--- src/inc/parallel_port_pkg.sv ---
// Constants, types and register map for the parallel port group.
// ----------------------------------------------------------------
// How it works
// - A direction bit of one makes its pin an output, zero an input.
// - Every direction register clears to all zeros on reset.
// - Expanded or test operation: port C is the data bus, its registers unmapped.
// - Port C pin n carries external data bus bit n.
// - Single-chip or bootstrap operation: port C pins are inputs after reset.
// - Data registers are readable and writable while mapped and keep contents through reset.
// - Port D has six pins; its bits 7 and 6 read as zero.
// - Port D bits 0-1 serve the first async serial, bits 2-5 the first sync serial.
// - A port D data write never alters a pin owned by its alternate function.
// - Port D pins come out of reset as general-purpose inputs.
// - Port E is eight input-only pins, read-only, unaffected by reset.
// - Port E pin n is shared with analog input channel n.
// - Expanded or test operation: port F drives low address, registers unmapped.
// - Single-chip or bootstrap operation: ports F and B reset to inputs.
// - Port G bits carry serial, sync serial, backplane and read/write functions.
// - Port G pins 6-0 are inputs unless an alternate drives them; pin 7 drives read/write when expanded.
// ----------------------------------------------------------------
package parallel_port_pkg;

    // Register indices; the byte address is four times the index.
    localparam logic [7:0] IDX_PORT_B_DATA = 8'h04;
    localparam logic [7:0] IDX_PORT_B_DIRECTION = 8'h02;
    localparam logic [7:0] IDX_PORT_F_DIRECTION = 8'h03;
    localparam logic [7:0] IDX_PORT_F_DATA = 8'h05;
    localparam logic [7:0] IDX_PORT_C_DATA = 8'h06;
    localparam logic [7:0] IDX_PORT_C_DIRECTION = 8'h07;
    localparam logic [7:0] IDX_PORT_D_DATA = 8'h08;
    localparam logic [7:0] IDX_PORT_D_DIRECTION = 8'h09;
    localparam logic [7:0] IDX_PORT_E_INPUT = 8'h0a;
    localparam logic [7:0] IDX_MODE_CONTROL = 8'h0b;

    localparam int ADDR_W = 8;
    localparam logic [7:0] DIR_RESET = 8'h00;
    localparam logic [7:0] MODE_RESET = 8'h00;
    localparam int MODE_EXPANDED_BIT = 0;
    localparam logic [7:0] PORT_D_MASK = 8'h3f;
    localparam logic [1:0] RESP_OKAY = 2'h0;
    localparam logic [1:0] RESP_DECERR = 2'h3;

    typedef struct packed {
        logic [7:0] level;
        logic [7:0] enable;
    } pin_drive_t;

    typedef enum logic [1:0] {
        RD_IDLE = 2'b01,
        RD_RESP = 2'b10
    } rd_state_t;

endpackage

--- src/logic/parallel_port_group.sv ---
// Parallel port group B to G with an AXI4-Lite register slave.
//
// Implementation choice: the AXI4-Lite interface to the registers.
`timescale 1ns/100ps
module parallel_port_group
    import parallel_port_pkg::*;
(
    input wire logic clock_in, // 50 MHz system clock
    input wire logic rst_b_in, // Asynchronous reset, active low
    // AXI4-Lite slave
    input wire logic awvalid_in, // Write address valid
    output logic awready_out, // Write address ready
    input wire logic [ADDR_W-1:0] awaddr_in, // Write byte address
    input wire logic wvalid_in, // Write data valid
    output logic wready_out, // Write data ready
    input wire logic [31:0] wdata_in, // Write data
    input wire logic [3:0] wstrb_in, // Write byte strobes
    output logic bvalid_out, // Write response valid
    input wire logic bready_in, // Write response ready
    output logic [1:0] bresp_out, // Write response code
    input wire logic arvalid_in, // Read address valid
    output logic arready_out, // Read address ready
    input wire logic [ADDR_W-1:0] araddr_in, // Read byte address
    output logic rvalid_out, // Read data valid
    input wire logic rready_in, // Read data ready
    output logic [31:0] rdata_out, // Read data
    output logic [1:0] rresp_out, // Read response code
    // External bus sources used in expanded operation
    input wire logic [15:0] ext_addr_in, // External address
    input wire logic [7:0] ext_wdata_in, // Data the core drives out
    input wire logic ext_data_drive_in, // High while the core drives the data bus
    input wire logic ext_rw_in, // Read/write strobe level
    output logic [7:0] ext_rdata_out, // Sampled data bus pins
    // Alternate functions on ports D and G
    input wire logic [5:0] d_alt_sel_in, // Port D pins owned by serial units
    input wire logic [5:0] d_alt_level_in, // Port D alternate output levels
    input wire logic [5:0] d_alt_enable_in, // Port D alternate output enables
    input wire logic [6:0] g_alt_sel_in, // Port G pins owned by alternates
    input wire logic [6:0] g_alt_level_in, // Port G alternate output levels
    input wire logic [6:0] g_alt_enable_in, // Port G alternate output enables
    output logic [7:0] pin_level_out, // Sampled pin levels, port D then G
    // Pins
    input wire logic [7:0] port_b_pin_in, // Port B pin levels
    output pin_drive_t port_b_pin_out, // Port B drive and enable
    input wire logic [7:0] port_c_pin_in, // Port C pin levels
    output pin_drive_t port_c_pin_out, // Port C drive and enable
    input wire logic [5:0] port_d_pin_in, // Port D pin levels
    output pin_drive_t port_d_pin_out, // Port D drive and enable, bits 7-6 idle
    input wire logic [7:0] port_e_pin_in, // Port E pins, shared with analog inputs
    input wire logic [7:0] port_f_pin_in, // Port F pin levels
    output pin_drive_t port_f_pin_out, // Port F drive and enable
    input wire logic [7:0] port_g_pin_in, // Port G pin levels
    output pin_drive_t port_g_pin_out // Port G drive and enable
);

    // ----------------------------------------------------------------
    // Helpers
    // ----------------------------------------------------------------
    // Register index of a byte address, or all ones when not word aligned.
    function automatic logic [7:0] reg_index(input logic [ADDR_W-1:0] addr);
        if (addr[1:0] != 2'h0)
        begin
            return 8'hff;
        end
        return {2'h0, addr[ADDR_W-1:2]};
    endfunction

    // Output pins read back their data bit, input pins the pin level.
    function automatic logic [7:0] readback(input logic [7:0] dir,
                                            input logic [7:0] data,
                                            input logic [7:0] pin);
        return (dir & data) | (~dir & pin);
    endfunction

    // ----------------------------------------------------------------
    // State
    // ----------------------------------------------------------------
    logic [7:0] b_dir_reg, c_dir_reg, d_dir_reg, f_dir_reg;
    logic [7:0] b_data_reg, c_data_reg, d_data_reg, f_data_reg;
    logic [7:0] mode_reg;
    logic expanded;
    logic aw_held_reg, w_held_reg;
    logic [ADDR_W-1:0] aw_addr_reg;
    logic [7:0] w_data_reg;
    logic w_lane_reg;
    logic do_write;
    logic [7:0] wr_idx;
    logic wr_hit;
    logic [7:0] rd_idx;
    logic [7:0] rd_value;
    logic rd_hit;
    rd_state_t rd_state_reg;

    assign expanded = mode_reg[MODE_EXPANDED_BIT];

    // ----------------------------------------------------------------
    // Write channel
    // ----------------------------------------------------------------
    // Address and data are taken in either order; the write happens once both are held.
    always_ff @(posedge clock_in or negedge rst_b_in)
    begin
        if (!rst_b_in)
        begin
            aw_held_reg <= 1'b0;
            aw_addr_reg <= '0;
        end
        else if (do_write)
        begin
            aw_held_reg <= 1'b0;
        end
        else if (awvalid_in && awready_out)
        begin
            aw_held_reg <= 1'b1;
            aw_addr_reg <= awaddr_in;
        end
    end

    always_ff @(posedge clock_in or negedge rst_b_in)
    begin
        if (!rst_b_in)
        begin
            w_held_reg <= 1'b0;
            w_data_reg <= 8'h00;
            w_lane_reg <= 1'b0;
        end
        else if (do_write)
        begin
            w_held_reg <= 1'b0;
        end
        else if (wvalid_in && wready_out)
        begin
            w_held_reg <= 1'b1;
            w_data_reg <= wdata_in[7:0];
            w_lane_reg <= wstrb_in[0];
        end
    end

    always_ff @(posedge clock_in or negedge rst_b_in)
    begin
        if (!rst_b_in)
        begin
            awready_out <= 1'b0;
            wready_out <= 1'b0;
        end
        else
        begin
            awready_out <= !aw_held_reg && !(awvalid_in && awready_out) && !bvalid_out;
            wready_out <= !w_held_reg && !(wvalid_in && wready_out) && !bvalid_out;
        end
    end

    assign do_write = aw_held_reg && w_held_reg && !bvalid_out;
    assign wr_idx = reg_index(aw_addr_reg);

    // Ports B, C and F vanish from the map in expanded operation.
    always_comb
    begin
        wr_hit = 1'b1;
        if (wr_idx == IDX_MODE_CONTROL || wr_idx == IDX_PORT_D_DATA
            || wr_idx == IDX_PORT_D_DIRECTION || wr_idx == IDX_PORT_E_INPUT)
        begin
            wr_hit = 1'b1;
        end
        else if (wr_idx == IDX_PORT_B_DATA || wr_idx == IDX_PORT_B_DIRECTION
                 || wr_idx == IDX_PORT_C_DATA || wr_idx == IDX_PORT_C_DIRECTION
                 || wr_idx == IDX_PORT_F_DATA || wr_idx == IDX_PORT_F_DIRECTION)
        begin
            wr_hit = !expanded;
        end
        else
        begin
            wr_hit = 1'b0;
        end
    end

    always_ff @(posedge clock_in or negedge rst_b_in)
    begin
        if (!rst_b_in)
        begin
            bvalid_out <= 1'b0;
            bresp_out <= RESP_OKAY;
        end
        else if (do_write)
        begin
            bvalid_out <= 1'b1;
            bresp_out <= wr_hit ? RESP_OKAY : RESP_DECERR;
        end
        else if (bready_in)
        begin
            bvalid_out <= 1'b0;
        end
    end

    // ----------------------------------------------------------------
    // Registers
    // ----------------------------------------------------------------
    // Direction and mode registers clear on reset.
    always_ff @(posedge clock_in or negedge rst_b_in)
    begin
        if (!rst_b_in)
        begin
            b_dir_reg <= DIR_RESET;
            c_dir_reg <= DIR_RESET;
            d_dir_reg <= DIR_RESET;
            f_dir_reg <= DIR_RESET;
            mode_reg <= MODE_RESET;
        end
        else if (do_write && wr_hit && w_lane_reg)
        begin
            if (wr_idx == IDX_PORT_B_DIRECTION)
            begin
                b_dir_reg <= w_data_reg;
            end
            else if (wr_idx == IDX_PORT_C_DIRECTION)
            begin
                c_dir_reg <= w_data_reg;
            end
            else if (wr_idx == IDX_PORT_D_DIRECTION)
            begin
                d_dir_reg <= w_data_reg & PORT_D_MASK;
            end
            else if (wr_idx == IDX_PORT_F_DIRECTION)
            begin
                f_dir_reg <= w_data_reg;
            end
            else if (wr_idx == IDX_MODE_CONTROL)
            begin
                mode_reg <= {7'h00, w_data_reg[MODE_EXPANDED_BIT]};
            end
        end
    end

    // Data registers have no reset, so their contents survive a reset.
    always_ff @(posedge clock_in)
    begin
        if (do_write && wr_hit && w_lane_reg)
        begin
            if (wr_idx == IDX_PORT_B_DATA)
            begin
                b_data_reg <= w_data_reg;
            end
            else if (wr_idx == IDX_PORT_C_DATA)
            begin
                c_data_reg <= w_data_reg;
            end
            else if (wr_idx == IDX_PORT_D_DATA)
            begin
                d_data_reg <= w_data_reg & PORT_D_MASK;
            end
            else if (wr_idx == IDX_PORT_F_DATA)
            begin
                f_data_reg <= w_data_reg;
            end
        end
    end

    // ----------------------------------------------------------------
    // Read channel
    // ----------------------------------------------------------------
    assign rd_idx = reg_index(araddr_in);

    always_comb
    begin
        rd_value = 8'h00;
        rd_hit = 1'b1;
        if (rd_idx == IDX_MODE_CONTROL)
        begin
            rd_value = mode_reg;
        end
        else if (rd_idx == IDX_PORT_D_DATA)
        begin
            rd_value = readback(d_dir_reg, d_data_reg, {2'h0, port_d_pin_in});
        end
        else if (rd_idx == IDX_PORT_D_DIRECTION)
        begin
            rd_value = d_dir_reg;
        end
        else if (rd_idx == IDX_PORT_E_INPUT)
        begin
            // A read here can upset an analog sample; software must time it.
            rd_value = port_e_pin_in;
        end
        else if (expanded)
        begin
            rd_hit = 1'b0;
        end
        else if (rd_idx == IDX_PORT_B_DATA)
        begin
            rd_value = readback(b_dir_reg, b_data_reg, port_b_pin_in);
        end
        else if (rd_idx == IDX_PORT_B_DIRECTION)
        begin
            rd_value = b_dir_reg;
        end
        else if (rd_idx == IDX_PORT_C_DATA)
        begin
            rd_value = readback(c_dir_reg, c_data_reg, port_c_pin_in);
        end
        else if (rd_idx == IDX_PORT_C_DIRECTION)
        begin
            rd_value = c_dir_reg;
        end
        else if (rd_idx == IDX_PORT_F_DATA)
        begin
            rd_value = readback(f_dir_reg, f_data_reg, port_f_pin_in);
        end
        else if (rd_idx == IDX_PORT_F_DIRECTION)
        begin
            rd_value = f_dir_reg;
        end
        else
        begin
            rd_hit = 1'b0;
        end
    end

    // One read at a time: the address is taken, and the data follow one cycle later.
    always_ff @(posedge clock_in or negedge rst_b_in)
    begin
        if (!rst_b_in)
        begin
            rd_state_reg <= RD_IDLE;
            arready_out <= 1'b0;
            rvalid_out <= 1'b0;
            rdata_out <= 32'h0000_0000;
            rresp_out <= RESP_OKAY;
        end
        else
        begin
            case (rd_state_reg)
                RD_IDLE:
                begin
                    arready_out <= 1'b1;
                    if (arvalid_in && arready_out)
                    begin
                        arready_out <= 1'b0;
                        rvalid_out <= 1'b1;
                        rdata_out <= {24'h00_0000, rd_value};
                        rresp_out <= rd_hit ? RESP_OKAY : RESP_DECERR;
                        rd_state_reg <= RD_RESP;
                    end
                end
                RD_RESP:
                begin
                    if (rready_in)
                    begin
                        rvalid_out <= 1'b0;
                        rd_state_reg <= RD_IDLE;
                    end
                end
                default:
                begin
                    rd_state_reg <= RD_IDLE;
                end
            endcase
        end
    end

    // ----------------------------------------------------------------
    // Pin drive
    // ----------------------------------------------------------------
    // Drive levels are registered so every pin output comes from a flip-flop.
    always_ff @(posedge clock_in or negedge rst_b_in)
    begin
        if (!rst_b_in)
        begin
            port_b_pin_out <= '0;
            port_c_pin_out <= '0;
            port_d_pin_out <= '0;
            port_f_pin_out <= '0;
            port_g_pin_out <= '0;
        end
        else
        begin
            if (expanded)
            begin
                port_b_pin_out <= '{level: ext_addr_in[15:8], enable: 8'hff};
                port_c_pin_out <= '{level: ext_wdata_in, enable: {8{ext_data_drive_in}}};
                port_f_pin_out <= '{level: ext_addr_in[7:0], enable: 8'hff};
            end
            else
            begin
                port_b_pin_out <= '{level: b_data_reg, enable: b_dir_reg};
                port_c_pin_out <= '{level: c_data_reg, enable: c_dir_reg};
                port_f_pin_out <= '{level: f_data_reg, enable: f_dir_reg};
            end
            // Alternate functions take the pin; the data bit then has no effect.
            port_d_pin_out.level <= {2'h0, (d_alt_sel_in & d_alt_level_in)
                                     | (~d_alt_sel_in & d_data_reg[5:0])};
            port_d_pin_out.enable <= {2'h0, (d_alt_sel_in & d_alt_enable_in)
                                      | (~d_alt_sel_in & d_dir_reg[5:0])};
            // Port G has no registers here; idle pins stay inputs.
            port_g_pin_out.level <= {ext_rw_in, g_alt_sel_in & g_alt_level_in};
            port_g_pin_out.enable <= {expanded, g_alt_sel_in & g_alt_enable_in};
        end
    end

    always_ff @(posedge clock_in or negedge rst_b_in)
    begin
        if (!rst_b_in)
        begin
            ext_rdata_out <= 8'h00;
            pin_level_out <= 8'h00;
        end
        else
        begin
            ext_rdata_out <= port_c_pin_in;
            pin_level_out <= {port_g_pin_in[1:0], port_d_pin_in};
        end
    end

    // ----------------------------------------------------------------
    // Checks
    // ----------------------------------------------------------------
    a_dir_reset_clear: assert property (@(posedge clock_in)
        $rose(rst_b_in) |-> (b_dir_reg == 8'h00 && c_dir_reg == 8'h00
                             && d_dir_reg == 8'h00 && f_dir_reg == 8'h00))
        else $error("direction register not clear after reset");

    a_c_output_drive: assert property (@(posedge clock_in) disable iff (!rst_b_in)
        !expanded |=> port_c_pin_out.enable == $past(c_dir_reg))
        else $error("port C enable does not follow direction");

    a_c_data_bus: assert property (@(posedge clock_in) disable iff (!rst_b_in)
        expanded |=> port_c_pin_out.level == $past(ext_wdata_in))
        else $error("port C does not carry the data bus");

    a_f_low_addr: assert property (@(posedge clock_in) disable iff (!rst_b_in)
        expanded |=> port_f_pin_out.enable == 8'hff
                     && port_f_pin_out.level == $past(ext_addr_in[7:0]))
        else $error("port F does not carry the low address");

    a_d_upper_zero: assert property (@(posedge clock_in) disable iff (!rst_b_in)
        (arvalid_in && arready_out
         && (rd_idx == IDX_PORT_D_DATA || rd_idx == IDX_PORT_D_DIRECTION))
        |=> rvalid_out && rdata_out[7:6] == 2'h0 && port_d_pin_out.enable[7:6] == 2'h0)
        else $error("port D upper bits not zero");

    a_d_alt_owns: assert property (@(posedge clock_in) disable iff (!rst_b_in)
        d_alt_sel_in != 6'h00 |=>
            (port_d_pin_out.level[5:0] & $past(d_alt_sel_in))
            == ($past(d_alt_sel_in) & $past(d_alt_level_in)))
        else $error("port D data write reached an alternate pin");

    a_g_top_pin: assert property (@(posedge clock_in) disable iff (!rst_b_in)
        ##1 port_g_pin_out.enable[7] == $past(expanded))
        else $error("port G top pin drive wrong for mode");

    a_hidden_decerr: assert property (@(posedge clock_in) disable iff (!rst_b_in)
        (arvalid_in && arready_out && expanded && araddr_in == 8'h18)
        |=> rvalid_out && rresp_out == RESP_DECERR)
        else $error("hidden port C register answered");

    a_e_readonly: assert property (@(posedge clock_in) disable iff (!rst_b_in)
        (arvalid_in && arready_out && araddr_in == 8'h28)
        |=> rvalid_out && rdata_out[7:0] == $past(port_e_pin_in))
        else $error("port E read does not show the pins");

    a_write_resp: assert property (@(posedge clock_in) disable iff (!rst_b_in)
        do_write |=> bvalid_out)
        else $error("write not answered");

endmodule

--- config.mk ---
export PLATFORM = sky130hd
export DESIGN_NAME = parallel_port_group
export DESIGN_NICKNAME = d
export VERILOG_FILES = /design/src/inc/parallel_port_pkg.sv /design/src/logic/parallel_port_group.sv
export SDC_FILE = /design/constraint.sdc
export NUM_CORES = 1
export LEC_CHECK = 0
export BUFFER_PORTS_ARGS = -buffer_cell sky130_fd_sc_hd__buf_2
export CORE_ASPECT_RATIO = 1.75
export CORE_MARGIN = 2
export CORE_UTILIZATION = 40
export DETAILED_ROUTE_END_ITERATION = 12
export HOLD_SLACK_MARGIN = 0.06
export PLACE_DENSITY = 0.72
export SLEW_MARGIN = 10
export SYNTH_ARGS = -nofsm -noshare
export SYNTH_HDL_FRONTEND = slang
export SYNTH_SLANG_ARGS = --single-unit
--- constraint.sdc ---
create_clock -name clock_in -period 6.14 [get_ports clock_in]
set_clock_uncertainty 0.1 [all_clocks]
set_input_delay 0.614 -clock clock_in [delete_from_list [all_inputs] [get_ports clock_in]]
set_output_delay 0.614 -clock clock_in [all_outputs]
set_load 0.02 [all_outputs]
# --- After elaboration in Yosys (flattened, before gate mapping) ---
# Index checks and enable logic that the tools add are counted.
totals:
  regBits: 191
  out_inout_bits: 137
  wordCells: 185
op_classes:
  eq_ne: 24
  muxes: 48
  bitwise_logic: 33
  reduce_logical: 45
op_table:
  columns: ["operator", "count"]
  rows:
  - ["$mux W8", 15]
  - ["$eq A8 B3 Y1 const B", 8]
  - ["$eq A8 B4 Y1 const B", 8]
  - ["$and A8 B8 Y8", 6]
  - ["$mux W16", 3]
  - ["$eq A8 B2 Y1 const B", 4]
  - ["$and A6 B6 Y6", 5]
  - ["$mux W1", 24]
  - ["$not A8 Y8", 3]
  - ["$or A8 B8 Y8", 3]
  - ["$and A7 B7 Y7", 2]
  - ["$or A6 B6 Y6", 2]
  - ["$reduce_and A2 Y1", 6]
  - ["$reduce_bool A2 Y1", 6]
  - ["$logic_and A1 B1 Y1", 11]
  - ["$reduce_and A5 Y1", 2]
  - ["$reduce_and A3 Y1", 3]
  - ["$and A8 B6 Y8", 1]
  - ["$logic_or A1 B1 Y1", 8]
  - ["$mux W2", 4]
  - ["$not A1 Y1", 8]
  - ["$not A6 Y8", 1]
  - ["$or A6 B8 Y8", 1]
  - ["$reduce_and A4 Y1", 2]
  - ["other kinds (8)", 14]

# --- Longest topological paths before layout ---
# Gate-level depths: netlist (run 1).
logic_depth:
  ltp_word: 16
  depth_mapped: 8
  mapped_depth_nobuf: 6

# --- Least setup slack after synthesis (run 1) ---
# Ideal clock, no wire load.
synth_path:
  path_type: "reg-to-reg"
  startpoint: "register bvalid_out"
  endpoint: "register f_data_reg[0] (enable)"
  setup_ns: 0.383
  t_arrival_ns: 1.781
  required_time_ns: 5.657
  path_slack_ns: 3.876
  path_stages_with_launch: 5
  period_less_slack_ns: 2.264
  path_cell_list: "dfrtp_1 > nor2_2 > and3_1 > nand4_1 > nor3_1"
synth_between:
  elab_chain_cells: 5
synth_lines:
  columns: ["item", "line_no", "rtl"]
  rows:
  - ["start: declaration", "parallel_port_group.sv:18", "output logic bvalid_out,"]
  - ["start signal: assignment", "parallel_port_group.sv:180", "bvalid_out <= 1'b0;"]
  - ["start signal: assignment", "parallel_port_group.sv:185", "bvalid_out <= 1'b1;"]
  - ["start signal: assignment", "parallel_port_group.sv:190", "bvalid_out <= 1'b0;"]
  - ["$logic_not A1 Y1", "parallel_port_group.sv:152", "assign do_write = aw_held_reg && w_held_reg && !bvalid_out;"]
  - ["$logic_and A1 B1 Y1", "parallel_port_group.sv:152", null]
  - ["$logic_and A1 B1 Y1 (2 in series)", "parallel_port_group.sv:236", "if (do_write && wr_hit && w_lane_reg)"]
  - ["$reduce_and A5 Y1 (no line)", null, null]
  - ["end signal: assignment", "parallel_port_group.sv:252", "f_data_reg <= w_data_reg;"]
  - ["end: declaration", "parallel_port_group.sv:79", "logic [7:0] b_data_reg, c_data_reg, d_data_reg, f_data_reg;"]
# Every way passes these cells.
# A chain may end at the register's enable or synchronous reset.

# --- Worst setup path in the final report (run 1) ---
layout_path:
  startpoint: "register bvalid_out"
  endpoint: "register c_data_reg[0] (enable)"
layout_between:
  elab_chain_cells: 5
layout_lines:
  columns: ["item", "line_no", "rtl"]
  rows:
  - ["$logic_not A1 Y1", "parallel_port_group.sv:152", null]
  - ["$logic_and A1 B1 Y1", "parallel_port_group.sv:152", null]
  - ["$logic_and A1 B1 Y1 (2 in series)", "parallel_port_group.sv:236", null]
  - ["$reduce_and A3 Y1 (no line)", null, null]
  - ["end signal: assignment", "parallel_port_group.sv:244", "c_data_reg <= w_data_reg;"]
  - ["end: declaration", "parallel_port_group.sv:79", null]
# Every way passes these cells.

==> impl_metrics.tcl, run 1 <==
set metrics [dict create \
    numCtsBuffers 17 \
    hp-start "port_g_pin_in[0]" \
    relSlewSlack_pct 30.1 \
    period_share_pct 39.0 \
    htreeDepth 4 \
    cts_tree "built" \
    numPortBuffers 245 \
    wirelength_mm 21.5 \
    clkTransAtPathRegs_ns 0.07 \
    synth_top_area_cell "dfrtp_1" \
    setup_viol 0 \
    clock_latency_ns 0.44 \
    clock_path_buffers 2 \
    first_pass_iters 4 \
    worstPathRequired_ns 6.10 \
    start_util_pct 40.5 \
    r2r-start "bvalid_out" \
    vias 5780 \
    synth_area_um2 7960 \
    cp-startpoint "bvalid_out" \
    worstMarginPinSlew_ns 1.05 \
    synth_seq_cells 189 \
    hold_path_class "in2reg" \
    cp-start-kind "flop" \
    antenna_found_initial 6 \
    io_pins 307 \
    nNetsFinal 1038 \
    globalplace.congestion 0.877 \
    core_area_um2 19700 \
    wl_per_cell_um 19.0 \
    synth-edff-count 30 \
    ant_nets 0 \
    cts_sinks 189 \
    cts_setup_buffers 0 \
    grt_pass1_vias 5926 \
    grt_max_degree 114 \
    reg2reg_slack_ns 3.74 \
    place_hpwl_mm 16.0 \
    die_width_um 111 \
    dpl.cell_count 1094 \
    ys.warnings.count 0 \
    final_cell_mix "buf_2 (244), dfrtp_1 (157), mux2_2 (99), a21oi_1 (35), nor2_1 (33)" \
    fin_setup_tns_ns 0 \
    finalCriticalPeriod_ns 2.40 \
    synth_cell_type_count 54 \
    drtIter0Drc 308 \
    hold_buffers 0 \
    rsz0062_at_grt "false" \
    arrival_ns 2.36 \
    ir_worst_vdd_v 0.000172 \
    yosysSeqAreaShare_pct 61.3 \
    drv_cap 0 \
    die_y_um 191 \
    hold_viol 0 \
    root_buffer "clkbuf_16" \
    rows 68 \
    viasPerCell 5.11 \
    fmax_mhz 417 \
    synth_area_leaders "dfrtp_1 (50%), mux2_2 (14%), edfxtp_1 (11%)" \
    grt_overflow 0 \
    worstPathMaxFanout 8 \
    status "completed" \
    grtUsageTotal_pct 20.4 \
    syn_to_final_growth_pct 24.6 \
    leakage_nw 4.75 \
    netlist_instances 623 \
    power_density_nw_per_um2 350 \
    instances_no_fill 1131 \
    timing.rr.end "c_data_reg[0]" \
    final_common_cell "buf_2" \
    crit_end "c_data_reg[0]" \
    slew_viol_final 0 \
    grt_first_pass_wirelength_mm 32.6 \
    netlist.area_leader.share_pct 49.7 \
    yosys_most_used_dff "dfrtp_1" \
    avgSynthCellArea_um2 12.8 \
    critical_path_class "reg2reg" \
    post_cts_resized 0 \
    drc 0 \
    reg2reg_depth 4 \
    die-area_um2 21100 \
    final_layout_size_suffix_gt1_share_pct 46.2 \
    crit_path_end_kind "flop" \
    synth-async-reset-ratio_pct 84.1 \
]
[how the worst min path moves through the flow]
stage,to,slack [ns],cells after the start
floorplan,arready_out,0.22,0
global placement,rvalid_out,0.39,2
detailed placement,rvalid_out,0.39,2
CTS,pin_level_out[7],0.16,1
global route,pin_level_out[6],0.16,1
finish,pin_level_out[6],0.18,1
[cell usage after synthesis, drive strengths merged (4+ instances only)]
cell / n
a31oi: 6
nor2b: 8
nand2: 31
or3: 4
nand4: 7
and2: 14
inv: 21
a21boi: 4
a21oi: 36
mux2: 100
buf: 38
a22o: 4
o22ai: 11
mux2i: 13
nand3: 6
o32ai: 4
o21ai: 19
nor2: 37
dfrtp: 158
or2: 16
clkbuf: 11
nor3: 10
o31a: 4
edfxtp: 30
[cells by family (layout without fill, tap and decap cells)]
logic type,after synthesis,after routing,synth area share (%)
flops,189,189,61.3
simple gates,146,146,9.86
mux,113,113,15.8
compound gates,103,103,8.05
buf+inv,70,301,4.83
other cells,1,33,0.0471
xor+xnor,1,1,0.110
[power by group]
| group | switching, W | total [W] | internal, W |
|---|---|---|---|
| clock | 0.000505 | 0.00111 | 0.000606 |
| sequential | 0.000206 | 0.00169 | 0.00149 |
| combinational | 0.000380 | 0.000669 | 0.000289 |
[cell type report]
class	instances	area (um^2)
fillers	1785	9740
flip-flops and latches	189	4880
multi-input cells	391	2800
repair buffers	248	1250
clock buffers	17	425
well taps	245	307
clock inverters	15	160
inverters	21	78.8
diodes	5	12.5
[metal layers]
layer	global-route usage, %	vias to the layer above	routed length, um
li1	-	2647	-
met1	21.2	2829	7530
met2	37.3	251	11900
met3	4.90	51	1240
met4	11.6	2	871
met5	0	-	7
[through the flow]
stage	util (%)	hold WS, ns	area [um^2]	power (W)	setup WS, ns
3_5_place_dp	47.4	0.389	9320	0.00239	3.40
3_3_place_gp	47.4	0.386	9320	0.00237	3.43
4_1_cts	50.4	0.160	9900	0.00351	3.70
6_report	50.5	0.176	9920	0.00347	3.74
2_1_floorplan	-	0.218	8060	0.00211	3.88
5_1_grt	50.4	0.160	9910	0.00364	3.58
[critical path: stages (launching register included)]
cell	delay, ns
dfrtp_1	0.44
nor2_2	0.27
and3_1	0.25
nand4_1	0.20
nor2_1	0.76
(Power assumes the default switching activity.)
==> inputs of run 2 (changes only) <==
==> constraint.sdc (replaced) <==
create_clock -name clock_in -period 2.5 [get_ports clock_in]
set_clock_uncertainty 0.1 [all_clocks]
set_input_delay 0.25 -clock clock_in [delete_from_list [all_inputs] [get_ports clock_in]]
set_output_delay 0.25 -clock clock_in [all_outputs]
set_load 0.02 [all_outputs]
==> run 2 against run 1 <==
Sequential power up 150%. Count of clock-buffer cells in the layout unchanged. Non-clock buffer count up 130. Combinational power rose to 2.7 times the previous value. Total power up 150%. Die area unchanged. Maximum frequency up 15%. Clock power up 140%. Via count up 9.6%.
==> impl_metrics.tcl, run 2 (synthesized netlist as in run 1, its figures left out) <==
set metrics [dict create \
    p_sw_w 0.00281 \
    fill_cells 1618 \
    numCtsBuffers 17 \
    place_hpwl_mm 16.2 \
    syn_to_final_growth_pct 40.6 \
    vias 6335 \
    globalplace.congestion 0.880 \
    grtUsageTotal_pct 21.8 \
    clock_path_buffers 2 \
    start_util_pct 40.5 \
    arrival_ns 2.30 \
    wl_met3_mm 1.23 \
    numPortBuffers 245 \
    first_pass_iters 8 \
    worstMarginPinSlew_ns 0.866 \
    hold_viol 0 \
    power.share.sequential_pct 48.0 \
    rsz0062_at_grt "false" \
    fin_setup_tns_ns 0 \
    clkTransAtPathRegs_ns 0.08 \
    ir_worst_vdd_v 0.000382 \
    htreeDepth 4 \
    power_density_nw_per_um2 774 \
    p_sw_share_pct 32.4 \
    grt_max_degree 115 \
    viasPerCell 5.04 \
    multi_input_area_um2 2800 \
    cts_tree "built" \
    die_width_um 111 \
    fmax_mhz 482 \
    antenna_found_initial 3 \
    grt_pass1_vias 6504 \
    leakage_nw 5.35 \
    root_buffer "clkbuf_16" \
    setup_viol 0 \
    rows 68 \
    ant_nets 0 \
    grt_first_pass_wirelength_mm 35.0 \
    combPwrFrac_pct 20.9 \
    wl_met1_mm 7.93 \
    io_pins 307 \
    die-area_um2 21100 \
    top_layer_used "met5" \
    worstPathRequired_ns 2.73 \
    relSlewSlack_pct 42.1 \
    critPathSlowestCell "dfrtp_1" \
    crit_buf_inv 0 \
    cp-start-kind "flop" \
    final_core_util_pct 56.9 \
    core_area_um2 19700 \
    drc 0 \
    hold_path_class "in2reg" \
    cts_sinks 189 \
    finalCriticalPeriod_ns 2.07 \
    final_cell_mix "buf_2 (244), dfrtp_1 (157), dlygate4sd3_1 (116), mux2_2 (99), a21oi_1 (35)" \
    clock_latency_ns 0.44 \
    crit_path_end_kind "flop" \
    worstPathMaxFanout 8 \
    final_common_cell "buf_2" \
    crit_family "simple AND/OR/NAND/NOR gates" \
    wirelength_mm 22.6 \
    die_y_um 191 \
    period_share_pct 83.0 \
    drtIter0Drc 285 \
    slew_viol_final 0 \
    grt_overflow 0 \
    final_layout_size_suffix_gt1_share_pct 41.6 \
    critical_path_class "reg2reg" \
    internal_power_w 0.00586 \
    max_stage_delay_ns 0.40 \
    clkPwrFrac_pct 31.1 \
    wl_per_cell_um 18.0 \
    nNetsFinal 1168 \
    drv_cap 0 \
    holdWs_ns 0.134 \
    cp_cell_sequence "nor2_2 > nand4_1 > nor4_1 > nand2_1 > mux2_2" \
    met2_length_mm 12.3 \
    status "completed" \
    seqCellArea_um2 4880 \
]
## run 2: cell count changes in the layout (fill, tap and decap cells not counted), moves of 2 or more
cell | previous run | this run
clkinvlp_4 | 4 | 0
inv_8 | 1 | 9
buf_4 | 3 | 16
clkinv_2 | 3 | 0
dlygate4sd3_1 | 0 | 116
diode_2 | 5 | 2
clkinv_4 | 0 | 2
inv_6 | 5 | 3
bufinv_16 | 2 | 0
## run 2: path summary, 6_finish.rpt
check / start / endpoint / slack [ns] / cells after the start
max in group asynchronous: rst_b_in / mode_reg[0] / 1.42 / 3
worst max-delay path: aw_addr_reg[1] / f_dir_reg[2] / 0.43 / 5
worst max register to register: aw_addr_reg[1] / f_dir_reg[2] / 0.43 / 5
worst min-delay path: ext_data_drive_in / port_c_pin_out[5] / 0.13 / 3
min in group asynchronous: rst_b_in / b_dir_reg[5] / 0.31 / 3
worst min register to register: rdata_out[2] / rdata_out[2] / 0.41 / 1
## run 2: per-stage QoR
step | setup WS [ns] | total power (W) | cells | cell area (um^2)
5_1_grt | 0.149 | 0.00912 | 1258 | 11200
4_1_cts | 0.386 | 0.00875 | 1256 | 11200
3_3_place_gp | 0.419 | 0.00585 | 1108 | 9440
3_5_place_dp | 0.365 | 0.00590 | 1108 | 9440
6_report | 0.425 | 0.00867 | 1258 | 11200
2_1_floorplan | 0.236 | 0.00518 | 650 | 8060
## run 2: power by group through the flow
stage	logic [W]	clock network, W	registers [W]
after floorplan	0.000909	0	0.00427
after global placement	0.00165	0	0.00420
after detailed placement	0.00168	0	0.00422
after CTS	0.00182	0.00277	0.00416
after global routing	0.00199	0.00289	0.00424
final	0.00181	0.00269	0.00416
## run 2: layer usage
layer / up-vias / track usage [%]
met5: - / 0
met4: 2 / 12.1
met3: 80 / 4.61
met2: 294 / 40.3
met1: 3051 / 22.7
li1: 2908 / -
## run 2: timing repair
action | in CTS | in global routing
hold buffers | 116 | 0
endpoints found under the hold margin | 251 | 0
buffers inserted | 0 | 0
resized for setup | 0 | 0
## run 2: tightest hold or removal path, delay by kind of cell
family | cells | cell delay, ns
AND/OR/NAND/NOR | 1 | 0.18
buffers and inverters | 1 | 0.08
AO/OA/AOI/OAI | 1 | 0.13
## run 2: cell type report
| class | count | share of cell area, % |
|---|---|---|
| sequential | 189 | 43.6 |
| multi-input combinational | 391 | 25.0 |
| timing repair buffer | 378 | 22.6 |
| clock buffer | 17 | 3.80 |
| tap | 245 | 2.74 |
| clock inverter | 15 | 1.44 |
| inverter | 21 | 0.705 |
| antenna | 2 | 0.0447 |
